$ cat src/verilog/tat_map.svh
// register offsets, field positions, reset values and bus codes of the alert block
// assumes: included by bare name from the package and the top module
`ifndef TAT_MAP_SVH
`define TAT_MAP_SVH

// ==================================================
// register indices on the 2-wire link
`define TAT_IDX_MEAS        2'h0
`define TAT_IDX_CFG         2'h1
`define TAT_IDX_LOW         2'h2
`define TAT_IDX_HIGH        2'h3

// ==================================================
// configuration field positions
`define TAT_CFG_MIRROR      5
`define TAT_CFG_RATE_LO     6
`define TAT_CFG_RATE_HI     7
`define TAT_CFG_SLEEP       8
`define TAT_CFG_IRQ         9
`define TAT_CFG_LEVEL       10
`define TAT_CFG_FC_LO       11
`define TAT_CFG_FC_HI       12
`define TAT_CFG_FIXED_ONE   14
`define TAT_CFG_ONE_SHOT    15

// ==================================================
// reset values and the limit mask
`define TAT_RST_LOW         16'h2580
`define TAT_RST_HIGH        16'h2800
`define TAT_RST_RATE        2'h2
`define TAT_RST_MEAS        16'h0000
`define TAT_LIMIT_MASK      16'hFFF0

// ==================================================
// link codes
`define TAT_DEV_ADDR        7'h48
`define TAT_GCALL_ADDR      8'h00
`define TAT_GCALL_RESET     8'h06

`endif

$ cat src/verilog/tat_pkg.sv
// types shared by the alert block modules
// assumes: tat_map.svh is on the include path
package tat_pkg;
  `include "tat_map.svh"

  typedef logic signed [15:0] tat_code_t;

  typedef enum logic [3:0] {
    TAT_IDLE, TAT_ADDR, TAT_ACK_A, TAT_PTR, TAT_ACK_W, TAT_WR, TAT_GC, TAT_RD, TAT_ACK_R
  } tat_link_e;
endpackage

$ cat src/verilog/tat_alert_if.sv
// carrier between the register side and the fault filter
// assumes: both ends run on ref_clk
`timescale 1ns/1ns
interface tat_alert_if;
  import tat_pkg::*;
  tat_code_t  result;
  logic       valid;
  tat_code_t  low;
  tat_code_t  high;
  logic [1:0] n_code;
  logic       irq_style;
  logic       rd_clr;
  logic       sleep_clr;
  logic       alert;
  logic       phase;

  modport filt (input result, valid, low, high, n_code, irq_style, rd_clr, sleep_clr,
                output alert, phase);
  modport ctrl (output result, valid, low, high, n_code, irq_style, rd_clr, sleep_clr,
                input alert, phase);
endinterface

$ cat src/verilog/tat_alert_filter.sv
// consecutive-fault filter and alert state for both output styles
// assumes: one valid pulse per finished conversion, same clock as the register side
`timescale 1ns/1ns
module tat_alert_filter (
  input  wire logic  ref_clk,
  input  wire logic  rst_n,
  tat_alert_if.filt  al
);
  import tat_pkg::*;

  logic [1:0] cnt_r;
  logic       phase_r;
  logic       irq_r;
  logic       hit;
  logic       done;

  // ==================================================
  // fault test
  // phase 0 looks for the high event, phase 1 for the low one
  always_comb begin
    hit  = phase_r ? (al.result <= al.low) : (al.result >= al.high);
    done = al.valid && hit && (cnt_r == al.n_code);
  end

  // ==================================================
  // consecutive count
  always_ff @(posedge ref_clk or negedge rst_n) begin
    if (!rst_n) begin
      cnt_r <= 2'h0;
    end else if (al.valid) begin
      if (!hit || done) begin
        cnt_r <= 2'h0;
      end else begin
        cnt_r <= cnt_r + 2'h1;
      end
    end
  end

  // ==================================================
  // state toggles between high and low events in both styles
  always_ff @(posedge ref_clk or negedge rst_n) begin
    if (!rst_n) begin
      phase_r <= 1'b0;
    end else if (done) begin
      phase_r <= ~phase_r;
    end
  end

  // ==================================================
  // interrupt-style latch; a new event wins over a clear in the same cycle
  always_ff @(posedge ref_clk or negedge rst_n) begin
    if (!rst_n) begin
      irq_r <= 1'b0;
    end else if (done && al.irq_style) begin
      irq_r <= 1'b1;
    end else if (al.rd_clr || al.sleep_clr || !al.irq_style) begin
      irq_r <= 1'b0;
    end
  end

  assign al.alert = al.irq_style ? irq_r : phase_r;
  assign al.phase = phase_r;
endmodule

$ cat src/verilog/tat_top.sv
// alert and threshold logic with its 2-wire register port
// assumes: converter hands one result with a one-cycle done pulse on ref_clk;
// scl and sda arrive asynchronous and are filtered here
`timescale 1ns/1ns
`include "tat_map.svh"
module tat_top (
  input  wire logic          ref_clk,
  input  wire logic          rst_n,
  input  wire logic          scl,
  input  wire logic          sda_i,
  output logic               sda_o,
  output logic               sda_oe,
  input  wire logic          conv_done,
  input  wire tat_pkg::tat_code_t conv_result,
  output logic               conv_start,
  output logic               conv_cont,
  output logic               conv_slow,
  output logic [1:0]         conv_rate,
  output logic               overtemp_signal_pin
);
  import tat_pkg::*;

  tat_alert_if al ();

  logic [2:0] scl_s_r, sda_s_r;
  logic       scl_f_r, sda_f_r;
  logic       scl_rise, scl_fall, start_c, stop_c;
  tat_link_e  st_r;
  logic [3:0] bcnt_r;
  logic [7:0] sh_r, tx_r, wbuf_r;
  logic       rw_r, gc_r, byte_r, nack_r;
  logic [1:0] ptr_r;
  logic       wr_stb_r, rd_done_r, greset_r;
  logic [15:0] wdata_r;
  tat_code_t  low_threshold_r, high_threshold_r, meas_r;
  logic [1:0] fault_count_field_r, rate_r;
  logic       sleep_bit_r, irq_style_bit_r, active_level_bit_r, busy_r;
  logic       sleep_clr_r;
  logic [15:0] rword;

  // ==================================================
  // read word of a register index
  function automatic logic [15:0] rd_word(input logic [1:0] idx);
    logic [15:0] w;
    w = 16'h0000;
    unique case (idx)
      `TAT_IDX_MEAS: w = meas_r;
      `TAT_IDX_CFG: begin
        w[`TAT_CFG_MIRROR]    = active_level_bit_r ? al.phase : ~al.phase;
        w[`TAT_CFG_RATE_HI:`TAT_CFG_RATE_LO] = rate_r;
        w[`TAT_CFG_SLEEP]     = sleep_bit_r;
        w[`TAT_CFG_IRQ]       = irq_style_bit_r;
        w[`TAT_CFG_LEVEL]     = active_level_bit_r;
        w[`TAT_CFG_FC_HI:`TAT_CFG_FC_LO] = fault_count_field_r;
        w[`TAT_CFG_FIXED_ONE] = 1'b1;
        w[`TAT_CFG_ONE_SHOT]  = busy_r;
      end
      `TAT_IDX_LOW:  w = low_threshold_r & `TAT_LIMIT_MASK;
      `TAT_IDX_HIGH: w = high_threshold_r & `TAT_LIMIT_MASK;
    endcase
    return w;
  endfunction

  // one decoded read word, sliced by the link engine
  always_comb begin
    rword = rd_word(ptr_r);
  end

  // ==================================================
  // pin filters: a change counts once stages two and three agree
  always_ff @(posedge ref_clk or negedge rst_n) begin
    if (!rst_n) begin
      scl_s_r <= 3'h7;
      sda_s_r <= 3'h7;
      scl_f_r <= 1'b1;
      sda_f_r <= 1'b1;
    end else begin
      scl_s_r <= {scl_s_r[1:0], scl};
      sda_s_r <= {sda_s_r[1:0], sda_i};
      if (scl_s_r[1] == scl_s_r[2]) begin
        scl_f_r <= scl_s_r[2];
      end
      if (sda_s_r[1] == sda_s_r[2]) begin
        sda_f_r <= sda_s_r[2];
      end
    end
  end

  always_comb begin
    scl_rise = (scl_s_r[1] == scl_s_r[2]) && scl_s_r[2] && !scl_f_r;
    scl_fall = (scl_s_r[1] == scl_s_r[2]) && !scl_s_r[2] && scl_f_r;
    start_c  = scl_f_r && (sda_s_r[1] == sda_s_r[2]) && !sda_s_r[2] && sda_f_r;
    stop_c   = scl_f_r && (sda_s_r[1] == sda_s_r[2]) && sda_s_r[2] && !sda_f_r;
  end

  // ==================================================
  // link engine: bytes msb first, register words high byte first
  always_ff @(posedge ref_clk or negedge rst_n) begin
    if (!rst_n) begin
      st_r      <= TAT_IDLE;
      bcnt_r    <= 4'h0;
      sh_r      <= 8'h00;
      tx_r      <= 8'h00;
      wbuf_r    <= 8'h00;
      rw_r      <= 1'b0;
      gc_r      <= 1'b0;
      byte_r    <= 1'b0;
      nack_r    <= 1'b0;
      ptr_r     <= 2'h0;
      sda_oe    <= 1'b0;
      wr_stb_r  <= 1'b0;
      rd_done_r <= 1'b0;
      greset_r  <= 1'b0;
      wdata_r   <= 16'h0000;
    end else begin
      wr_stb_r  <= 1'b0;
      rd_done_r <= 1'b0;
      greset_r  <= 1'b0;
      if (start_c) begin
        st_r   <= TAT_ADDR;
        bcnt_r <= 4'h0;
        sda_oe <= 1'b0;
        byte_r <= 1'b0;
      end else if (stop_c) begin
        st_r   <= TAT_IDLE;
        sda_oe <= 1'b0;
      end else if (scl_rise) begin
        sh_r <= {sh_r[6:0], sda_f_r};
        if (st_r == TAT_ACK_R) begin
          nack_r <= sda_f_r;
        end else if (bcnt_r != 4'h8) begin
          bcnt_r <= bcnt_r + 4'h1;
        end
      end else if (scl_fall) begin
        unique case (st_r)
          TAT_ADDR: if (bcnt_r == 4'h8) begin
            if (sh_r[7:1] == `TAT_DEV_ADDR || sh_r == `TAT_GCALL_ADDR) begin
              st_r   <= TAT_ACK_A;
              rw_r   <= sh_r[0];
              gc_r   <= (sh_r == `TAT_GCALL_ADDR);
              sda_oe <= 1'b1;
            end else begin
              st_r <= TAT_IDLE;
            end
          end
          TAT_ACK_A: begin
            bcnt_r <= 4'h0;
            if (rw_r) begin
              tx_r   <= {rword[14:8], 1'b0};
              sda_oe <= ~rword[15];
              st_r   <= TAT_RD;
            end else begin
              sda_oe <= 1'b0;
              st_r   <= gc_r ? TAT_GC : TAT_PTR;
            end
          end
          TAT_PTR, TAT_GC, TAT_WR: if (bcnt_r == 4'h8) begin
            sda_oe <= 1'b1;
            st_r   <= TAT_ACK_W;
            if (st_r == TAT_PTR) begin
              ptr_r  <= sh_r[1:0];
              byte_r <= 1'b0;
            end else if (st_r == TAT_GC) begin
              greset_r <= (sh_r == `TAT_GCALL_RESET);
            end else if (!byte_r) begin
              wbuf_r <= sh_r;
              byte_r <= 1'b1;
            end else begin
              wdata_r  <= {wbuf_r, sh_r};
              wr_stb_r <= 1'b1;
              byte_r   <= 1'b0;
            end
          end
          TAT_ACK_W: begin
            sda_oe <= 1'b0;
            bcnt_r <= 4'h0;
            st_r   <= gc_r ? TAT_IDLE : TAT_WR;
          end
          TAT_RD: if (bcnt_r == 4'h8) begin
            sda_oe <= 1'b0;
            st_r   <= TAT_ACK_R;
          end else begin
            sda_oe <= ~tx_r[7];
            tx_r   <= {tx_r[6:0], 1'b0};
          end
          TAT_ACK_R: begin
            rd_done_r <= byte_r || nack_r;
            bcnt_r    <= 4'h0;
            if (nack_r) begin
              st_r <= TAT_IDLE;
            end else begin
              st_r   <= TAT_RD;
              byte_r <= ~byte_r;
              // low byte follows the high byte, then the word repeats
              tx_r   <= byte_r ? {rword[14:8], 1'b0} : {rword[6:0], 1'b0};
              sda_oe <= byte_r ? ~rword[15] : ~rword[7];
            end
          end
          TAT_IDLE: st_r <= TAT_IDLE;
        endcase
      end
    end
  end

  // ==================================================
  // limit registers, written as whole words after the low byte
  always_ff @(posedge ref_clk or negedge rst_n) begin
    if (!rst_n) begin
      low_threshold_r  <= `TAT_RST_LOW;
      high_threshold_r <= `TAT_RST_HIGH;
    end else if (wr_stb_r && ptr_r == `TAT_IDX_LOW) begin
      low_threshold_r <= wdata_r & `TAT_LIMIT_MASK;
    end else if (wr_stb_r && ptr_r == `TAT_IDX_HIGH) begin
      high_threshold_r <= wdata_r & `TAT_LIMIT_MASK;
    end
  end

  // ==================================================
  // configuration; the general reset restores defaults and drops interrupt style
  always_ff @(posedge ref_clk or negedge rst_n) begin
    if (!rst_n) begin
      rate_r              <= `TAT_RST_RATE;
      sleep_bit_r         <= 1'b0;
      irq_style_bit_r     <= 1'b0;
      active_level_bit_r  <= 1'b0;
      fault_count_field_r <= 2'h0;
    end else if (greset_r) begin
      rate_r              <= `TAT_RST_RATE;
      sleep_bit_r         <= 1'b0;
      irq_style_bit_r     <= 1'b0;
      active_level_bit_r  <= 1'b0;
      fault_count_field_r <= 2'h0;
    end else if (wr_stb_r && ptr_r == `TAT_IDX_CFG) begin
      rate_r              <= wdata_r[`TAT_CFG_RATE_HI:`TAT_CFG_RATE_LO];
      sleep_bit_r         <= wdata_r[`TAT_CFG_SLEEP];
      irq_style_bit_r     <= wdata_r[`TAT_CFG_IRQ];
      active_level_bit_r  <= wdata_r[`TAT_CFG_LEVEL];
      fault_count_field_r <= wdata_r[`TAT_CFG_FC_HI:`TAT_CFG_FC_LO];
    end
  end

  // ==================================================
  // one-shot control and converter handshake
  always_ff @(posedge ref_clk or negedge rst_n) begin
    if (!rst_n) begin
      busy_r      <= 1'b0;
      conv_start  <= 1'b0;
      conv_slow   <= 1'b0;
      sleep_clr_r <= 1'b0;
      meas_r      <= `TAT_RST_MEAS;
    end else begin
      conv_start  <= 1'b0;
      sleep_clr_r <= wr_stb_r && ptr_r == `TAT_IDX_CFG && wdata_r[`TAT_CFG_SLEEP];
      if (conv_done) begin
        meas_r    <= conv_result;
        busy_r    <= 1'b0;
        conv_slow <= 1'b0;
      end else if (wr_stb_r && ptr_r == `TAT_IDX_CFG && wdata_r[`TAT_CFG_SLEEP] &&
                   wdata_r[`TAT_CFG_ONE_SHOT] && !busy_r) begin
        // sleep and one-shot may be set in the same write; retrigger waits for done
        busy_r     <= 1'b1;
        conv_start <= 1'b1;
      end
      if (wr_stb_r && ptr_r == `TAT_IDX_CFG && wdata_r[`TAT_CFG_SLEEP] && !sleep_bit_r) begin
        conv_slow <= 1'b1;
      end
    end
  end

  // ==================================================
  // filter hookup and pin drive
  assign al.result    = conv_result;
  assign al.valid     = conv_done;
  assign al.low       = low_threshold_r;
  assign al.high      = high_threshold_r;
  assign al.n_code    = fault_count_field_r;
  assign al.irq_style = irq_style_bit_r;
  assign al.rd_clr    = rd_done_r;
  assign al.sleep_clr = sleep_clr_r;

  tat_alert_filter u_filt (
    .ref_clk (ref_clk),
    .rst_n   (rst_n),
    .al      (al)
  );

  always_ff @(posedge ref_clk or negedge rst_n) begin
    if (!rst_n) begin
      overtemp_signal_pin <= 1'b1;
      conv_cont           <= 1'b1;
      conv_rate           <= `TAT_RST_RATE;
      sda_o               <= 1'b0;
    end else begin
      overtemp_signal_pin <= active_level_bit_r ? al.alert : ~al.alert;
      conv_cont           <= ~sleep_bit_r;
      conv_rate           <= rate_r;
      sda_o               <= 1'b0;
    end
  end
endmodule

$ cat config.mk
export PLATFORM = sky130hd
export DESIGN_NAME = tat_top
export DESIGN_NICKNAME = d
export VERILOG_FILES = /design/src/verilog/tat_pkg.sv /design/src/verilog/tat_alert_if.sv /design/src/verilog/tat_alert_filter.sv /design/src/verilog/tat_top.sv
export VERILOG_INCLUDE_DIRS = /design/src /design/src/verilog
export SDC_FILE = /design/constraint.sdc
export NUM_CORES = 1
export LEC_CHECK = 0
export ABC_AREA = 1
export BUFFER_PORTS_ARGS = -buffer_cell sky130_fd_sc_hd__buf_2
export CORE_UTILIZATION = 36
export DETAILED_ROUTE_END_ITERATION = 8
export MAX_ROUTING_LAYER = met4
export PLACE_DENSITY_LB_ADDON = 0.05
export SLEW_MARGIN = 20
export SYNTH_ARGS = -nofsm -noshare
export SYNTH_HDL_FRONTEND = slang
export SYNTH_SLANG_ARGS = --single-unit
$ cat constraint.sdc
create_clock -name ref_clk -period 2 [get_ports ref_clk]
set_input_delay 0.1 -clock ref_clk [delete_from_list [all_inputs] [get_ports ref_clk]]
set_output_delay 0.1 -clock ref_clk [all_outputs]
set_load 0.05 [all_outputs]
== Word-level counts from Yosys, hierarchy flattened ==
Cells that the tools add are included.

* Bitwise logic cells: 13
* Muxes and demuxes: 96
* $lt $le $gt $ge: 2
* Reduce and logical (&&, ||, !) cells: 60
* Eq/ne operators: 34
* Add/sub/neg operators: 2

{| class="wikitable"
|+ Operator list
! kind !! count
|-
| 1-bit 2-to-1 mux || 60
|-
| 4-bit 2-to-1 mux || 14
|-
| 8-bit 2-to-1 mux || 4
|-
| 8-bit case mux with 4 select lines || 1
|-
| 4-bit != test (second input constant) || 7
|-
| 4-bit case mux with 7 select lines || 1
|-
| 7-bit AND reduction || 4
|-
| 8-bit case mux with 3 select lines || 1
|-
| 1-bit logical AND || 19
|-
| 9-bit AND reduction || 2
|-
| 4-bit by 3-bit equality test with 1-bit output (second input constant) || 4
|-
| 16-bit greater-or-equal comparator || 1
|-
| 16-bit <= comparator || 1
|-
| 5-bit case mux with 3 select lines || 1
|-
| 3-bit nonzero test || 5
|-
| 1-bit inverter || 13
|-
| 2-bit 2-to-1 mux || 6
|-
| 3-bit 2-to-1 mux || 4
|-
| 5-bit AND reduction || 2
|-
| 2-bit nonzero test || 5
|-
| 3-bit != test (second input constant) || 3
|-
| 4-bit by 2-bit equality test with 1-bit output (second input constant) || 2
|-
| 4-bit equality test (second input constant) || 2
|-
| 8-bit by 3-bit equality test with 1-bit output (second input constant) || 1
|-
| 26 further kinds || 44
|}

* Register bits: 125
* Output and inout bits: 8
* Input bits: 21

== Longest topological paths before layout ==
Gate-level depths: netlist (run 1).

* Word-level depth: 11
* Depth in mapped cells: 14
* Depth with buffers taken out: 14

== Modules after synthesis ==
From an unflattened synthesis (run 1), not the netlist that was laid out.

* Cells, all modules: 830
* Area, all modules: 6,740.2 sq um

{| class="wikitable"
|+ Modules (own cells, without submodules)
! module !! cells each !! area an instance (sq um) !! times used
|-
| tat_top || 646 || 5,525.3 || 1
|-
| tat_alert_filter || 184 || 1,214.9 || 1
|}

== Worst setup path before layout (run 1) ==
No wires, ideal clock.

* Kind: reg2reg
* Start point: register sda_s_r[1]
* End point: register wdata_r[10]
* Cell stages (with the launch flop): 9
* Data required time: 1.881 ns
* Path buffers: 1
* Period minus slack after synthesis: 1.769 ns
* Arrival time: 1.650 ns
* Path slack: 0.231 ns
* Cell sequence: dfstp_2 nor2_1 nand3_1 nand2_1 nor2_1 inv_1 nor4_4 buf_6 o21ai_2

* Word-level cells in the longest chain between the ends: 6

{| class="wikitable"
|+ RTL lines
! element !! RTL line !! text
|-
| start, declared || tat_top.sv:25 || <nowiki>logic [2:0] scl_s_r, sda_s_r;</nowiki>
|-
| start signal, assigned || tat_top.sv:79 || <nowiki>sda_s_r <= {sda_s_r[1:0], sda_i};</nowiki>
|-
| 1-bit equality test (*) || tat_top.sv:92, tat_top.sv:93 ||
|-
| 1-bit logical AND (*) || tat_top.sv:92, tat_top.sv:93 ||
|-
| 1-bit logical AND (on tied branches) (2 in series) || tat_top.sv:93, tat_top.sv:92 ||
|-
| 1-bit inverter (no source line) || -- ||
|-
| 9-bit AND reduction (no source line) (*) || -- ||
|-
| end signal, assigned || tat_top.sv:169 || <nowiki>wdata_r <= {wbuf_r, sh_r};</nowiki>
|-
| end, declared || tat_top.sv:34 || <nowiki>logic [15:0] wdata_r;</nowiki>
|}

Every way passes the cells marked *; elsewhere a longest branch is shown, timed or not.
A chain may end at the register's enable or synchronous reset.

== Final worst setup path (run 1) ==
* Start point: register bcnt_r[0]
* End point: register st_r[2]

* Word-level cells in the longest chain between the ends: 3

{| class="wikitable"
|+ RTL lines
! element !! RTL line !! text
|-
| start, declared || tat_top.sv:29 || <nowiki>logic [3:0] bcnt_r;</nowiki>
|-
| start signal, assigned || tat_top.sv:132 || <nowiki>bcnt_r <= bcnt_r + 4'h1;</nowiki>
|-
| 4-bit equality test (*) || tat_top.sv:136, tat_top.sv:157, tat_top.sv:179 ||
|-
| 4-bit != test (no source line) || -- ||
|-
| 5-bit AND reduction (no source line) (*) || -- ||
|-
| end signal, assigned || tat_top.sv:154 || <nowiki>st_r <= gc_r ? TAT_GC : TAT_PTR;</nowiki>
|-
| end signal, assigned || tat_top.sv:177 || <nowiki>st_r <= gc_r ? TAT_IDLE : TAT_WR;</nowiki>
|-
| end, declared || tat_top.sv:28 || <nowiki>tat_link_e st_r;</nowiki>
|}

Marks and branches as above.

==> results of run 1 <==
## sequential cells by signal, indices dropped and copies added, names as in the netlist, 3 cells and up
register / cells
scl_s_r: 3
wdata_r: 12
al.high: 12
st_r: 4
al.low: 12
meas_r: 16
sda_s_r: 3
wbuf_r: 8
sh_r: 8
tx_r: 7
bcnt_r: 4
## cell families (layout without fill, tap and decap cells)
logic type,after synthesis,after routing,synth area share
other,1,1,0.000615
xor gates and xnor gates,6,6,0.00862
adders and majority gates,28,28,0.0575
and+or+nand+nor,301,301,0.203
AOI/OAI and AO/OA,159,159,0.149
buffers and inverters,132,222,0.0848
DFF,120,120,0.496
## per-layer routing
metal | track usage | up-vias
met2 | 0.320 | 86
li1 | - | 2583
met1 | 0.283 | 2365
met4 | 0.0833 | 0
met3 | 0.0361 | 25
met5 | - | -
## power by group
group,internal [mW],leakage [nW],switching (mW),total [mW]
clock network,1.93,0.293,1.11,3.04
logic,0.527,1.68,0.922,1.45
registers,2.70,1.56,0.230,2.93
## worst paths after layout
path / from / end / slack, ps / depth (start not counted)
worst max-delay path: bcnt_r[0]$_DFFE_PN0P_ / st_r[2]$_DFFE_PN0P_ / 120 / 10
worst min-delay path: conv_result[4] / meas_r[4]$_DFFE_PN0P_ / 20 / 3
worst max register to register: bcnt_r[0]$_DFFE_PN0P_ / st_r[2]$_DFFE_PN0P_ / 120 / 10
worst min register to register: sda_s_r[0]$_DFF_PN1_ / sda_s_r[1]$_DFF_PN1_ / 350 / 0
max in group asynchronous: rst_n / sda_s_r[0]$_DFF_PN1_ / 1170 / 3
min in group asynchronous: rst_n / meas_r[13]$_DFFE_PN0P_ / 160 / 2
## cell usage after synthesis, types with 2 or more instances
cell type	instances
a21o_1	2
a21oi_1	30
a31oi_1	2
buf_2	2
buf_6	2
clkbuf_1	11
dfrtp_1	102
dfstp_2	18
ha_1	28
inv_1	114
inv_2	2
nand2_1	204
nand2_2	3
nand3_1	31
nand4_1	9
nor2_1	41
nor2_2	3
nor3_1	6
o211ai_1	3
o21ai_0	85
o21ai_2	10
o221ai_1	4
o22ai_1	16
o31ai_1	2
xnor2_1	2
xor2_1	4
## stage by stage
step | instances | cell area [µm²] | setup TNS (ps) | worst slack (ps)
global route | 1057 | 7490 | -17.1 | -17.1
CTS | 1057 | 7450 | 0 | 57.6
finish | 1057 | 7490 | 0 | 123
floorplan | 747 | 6090 | 0 | 231
detailed placement | 1009 | 6700 | 0 | 59.7
global placement | 1009 | 6700 | 0 | 63.2
## layout make-up
class | instances | area (µm²)
Multi-Input combinational cell | 495 | 2590
Tap cell | 220 | 275
Clock buffer | 21 | 470
Sequential cell | 120 | 3030
Inverter | 116 | 435
Timing Repair Buffer | 74 | 568
Clock inverter | 11 | 123
Fill cell | 1693 | 9100
## critical path: cells and delay by family (launching register included)
kind | cells | cell delay (ps)
DFF | 1 | 400
AOI/OAI and AO/OA | 3 | 600
and+or+nand+nor | 5 | 520
buffers and inverters | 1 | 100
adders and majority gates | 1 | 150
## what timing repair did
action / CTS / global route
endpoints found under the hold margin: 39 / 0
setup endpoints to repair: 0 / 28
hold buffers: 16 / 0
resized for setup: 0 / 12
==> reports/results.ini, run 1 <==
[die]
dieArea_um2=17500
rows=47
dieWidth_um=132
start_util=0.368
fp.dieH_um=132
ios=29
core_um2=16600

[drt]
drc=0
drtIter0Drc=331
routedLengthMet1_mm=8.08
routed.top_layer=met4
via_per_inst=4.79
finalWirelength_mm=16.6
wl_met2_mm=7.55
antenna_left=0
wire_per_inst_um=15.7
first_pass_iters=5
num_vias=5059
met3_length_um=489

[critical_path]
critPathMaxStageDelay_ps=400
end_kind=flip-flop
criticalPathCategory=reg -> reg
path_common_cell=nand2_1
critical_path_required_ps=2300
cpMaxStageDelayCell=dfrtp_1
arrival_ps=2180
cp-start-kind=flip-flop
crit_fanout=8
crit_chain=inv_1 -> ha_1 -> nand2_1 -> nor2_2 -> nor2_1 -> o21ai_0 -> nand2_1 -> a21oi_2 -> nand2_1 -> o21a_1

[cells_and_area]
final_util=0.451
areaGrowthSynthToFinish_pct=22.8
final_common_cell=nand2_1
drive_gt1_frac=0.166
diodes=0
layout_common_cells=nand2_1, inv_1, dfrtp_1
nets=873

[clocking]
tritoncts=built
clock-sinks=120
numCtsBuffers=17
clockRootBuffer=clkbuf_16
post_cts_buffers=0
clk_pin_slew_ps=60
clk_path_buf_depth=2
clock_latency_ps=410
ctsHtreeMaxLevel=4

[placement]
gp_congestion=0.880
port_buffers=27
dpl.hpwl_mm=12.6

[timing]
setup_viol=0
max_freq_ghz=0.533
fin_hold_ws_ps=19.3
hold_viol=0
worst_slew_pin_slew_ps=508
fin_crit_ps=1880
maxSlewViolCount=0
fin_skew_ps=10.2
slew_headroom=0.661
fin_crit_sh=0.939
rsz0062_at_grt=true

[power]
cellLeakagePower_nw=3.54
vdd_drop_max_uv=637
p_per_area_nw_per_um2=992
power.total_mw=7.42

[global_routing]
antenna_found_initial=0
grt_start_max_net_pins=54
overflow=0
grt.total_usage=0.212
grt_pass1_wl_mm=27.3
first_global_vias=5075

[yosys]
yosys-top-cells-area=dfrtp_1, nand2_1, dfstp_2
synth_area_um2=6090
postSynthAreaPerCell_um2=8.16
synth.top_cell.area_share=0.419
synth_top_cell_by_area=dfrtp_1
synth-edff-count=0
yosysWarnings=0
synth.distinct_cells=37
seq_area_frac_synth=0.496
synth_seq_cells=120
synth_cells=747
syn-num-nets=796
ys.flop_type=dfrtp_1
synthArstFlopShare=1.00

[status]
status=complete, no violations

[worst_hold_path]
hold_class=in -> reg

[flow_run]
max_cap_violations=0

(Power assumes the default switching activity.)
==> inputs of run 2 (changes only) <==
Settings changed: ABC_AREA 1 to unset.
==> reports/results.ini, run 2 <==
[global_routing]
first_global_vias=4716
antenna_found_initial=0
grt_pass1_wl_mm=26.3
grt_start_max_net_pins=48
grt.total_usage=0.200
overflow=0

[clocking]
tritoncts=built
clock_latency_ps=420
clk_pin_slew_ps=60
numCtsBuffers=17
clock-sinks=120
clockRootBuffer=clkbuf_16
ctsHtreeMaxLevel=4
clk_path_buf_depth=2

[cells_and_area]
diodes=0
stdcell_count=896
regMostFlops=meas_r
final_common_cell=dfrtp_1
layout_common_cells=dfrtp_1, nand2_1, buf_4
drive_gt1_frac=0.385
largest_register_ffs=16
areaGrowthSynthToFinish_pct=30.1
nets=712

[timing]
maxSlewViolCount=0
fin_crit_sh=1.06
fin_skew_ps=10.3
fin_crit_ps=2120
fin_hold_ws_ps=14.8
worst_slew_pin_slew_ps=579
slew_headroom=0.614
setup_tns_ps=-2250
hold_viol=0
worst_slack_ps=-121
setup_viol=32
rsz0062_at_grt=true
max_freq_ghz=0.472

[critical_path]
crit_chain=inv_1 -> ha_2 -> and3b_4 -> or4b_4 -> a2111oi_4 -> buf_12 -> nor2_1 -> a31oi_1
critPathMaxStageDelay_ps=490
reg2regPathDepth=8
r2r_slack_ps=-120
worstReg2RegEnd=tx_r[3]$_DFFE_PN0P_
startpoint=bcnt_r[0]$_DFFE_PN0P_
end_kind=flip-flop
crit_fanout=14
criticalPathCategory=reg -> reg
r2r-start=bcnt_r[0]$_DFFE_PN0P_
cp-start-kind=flip-flop
critical_path_buf_inv_count=2
critical_path_required_ps=2330
arrival_ps=2450
crit_family=simple AND/OR/NAND/NOR gates
cpMaxStageDelayCell=or4b_4

[die]
fp.dieH_um=134
dieWidth_um=134
rows=47
core_um2=16800
start_util=0.373
dieArea_um2=17900
ios=29

[worst_hold_path]
min_to=meas_r[15]$_DFFE_PN0P_
hold_depth=2
hold_class=in -> reg
holdCritStartpoint=conv_result[15]

[yosys]
synth_area_um2=6250
synth_most_common_cell=dfrtp_1
synth-edff-count=0
yosys-top-cells-area=dfrtp_1, mux2_2, dfstp_2
synth.top_cell.area_share=0.408
synthArstFlopShare=1.00
ys.flop_type=dfrtp_1
seq_area_frac_synth=0.484
syn-num-nets=602
synth.distinct_cells=72
ys_top_cells_by_count=dfrtp_1, nand2_1, mux2_2, inv_1, ha_1
synth_top_cell_by_area=dfrtp_1
yosysWarnings=0
postSynthAreaPerCell_um2=11.3
synth_seq_cells=120
synth_cells=553

[placement]
port_buffers=27
dpl.hpwl_mm=12.1
place_ws_ps=-128
gp_congestion=0.851
dpl.cell_count=841

[drt]
via_per_inst=5.08
first_pass_iters=4
finalWirelength_mm=16.0
num_vias=4550
drc=0
wire_per_inst_um=17.9
drtIter0Drc=221
antenna_left=0

[power]
p_per_area_nw_per_um2=971
vdd_drop_max_uv=642
cellLeakagePower_nw=3.66
power.total_mw=7.91

[status]
status=finished with violations
violations=setup timing

[flow_run]
max_cap_violations=0

run 2: per-layer routing:
metal  vias up  track usage  routed length [µm]
met2        80        0.301                7590
met5         -            -                   0
met1      2247        0.265                7640
li1       2207            -                   -
met3        16       0.0442                 544
met4         0       0.0682                 256
run 2: layout make-up:
class                   instances  area (µm²)
clock buffers                  19         443
fillers                      1550        8620
well taps                     220         275
inverters                      37         139
multi-input cells             374        3170
clock inverters                13         193
repair buffers                113         897
flip-flops and latches        120        3030
run 2: power breakdown:
part	internal, mW	leakage [nW]	switching, mW
sequential	2.68	1.55	0.207
clock	2.13	0.293	1.17
combinational	0.734	1.81	0.984
total	5.55	3.66	2.36
run 2: worst max path at each step:
stage | cells past startpoint | end | slack, ps
5_1_grt | 8 | tx_r[4]$_DFFE_PN0P_ | -200
4_1_cts | 8 | tx_r[4]$_DFFE_PN0P_ | -130
6_report | 8 | tx_r[3]$_DFFE_PN0P_ | -120
3_5_place_dp | 9 | wdata_r[13]$_DFFE_PN0P_ | -130
2_1_floorplan | 7 | wbuf_r[0]$_DFFE_PN0P_ | -120
3_3_place_gp | 9 | wdata_r[14]$_DFFE_PN0P_ | -100
run 2: what timing repair did:
action / in CTS / in global routing
endpoints found under the setup margin: 37 / 39
setup buffers: 8 / 0
hold buffers: 16 / 0
resized for setup: 24 / 17
pin swaps: 13 / 11
endpoints found under the hold margin: 40 / 0
run 2: kinds of logic (layout without fill, tap and decap cells):
| group | count (synthesis) | count (layout) | share of synthesized area |
|---|---|---|---|
| simple gates | 163 | 163 | 0.140 |
| xor+xnor | 6 | 6 | 0.00840 |
| mux | 78 | 78 | 0.161 |
| flops | 120 | 120 | 0.484 |
| other cells | 1 | 1 | 0.000600 |
| buf+inv | 59 | 182 | 0.0392 |
| fa+ha+maj | 28 | 28 | 0.0560 |
| compound gates | 98 | 98 | 0.111 |
run 2: stage by stage:
step,utilization,instance area (µm²)
6_report,0.486,8140
5_1_grt,0.486,8140
4_1_cts,0.481,8070
3_5_place_dp,0.424,7110
3_3_place_gp,0.424,7110
2_1_floorplan,-,6270
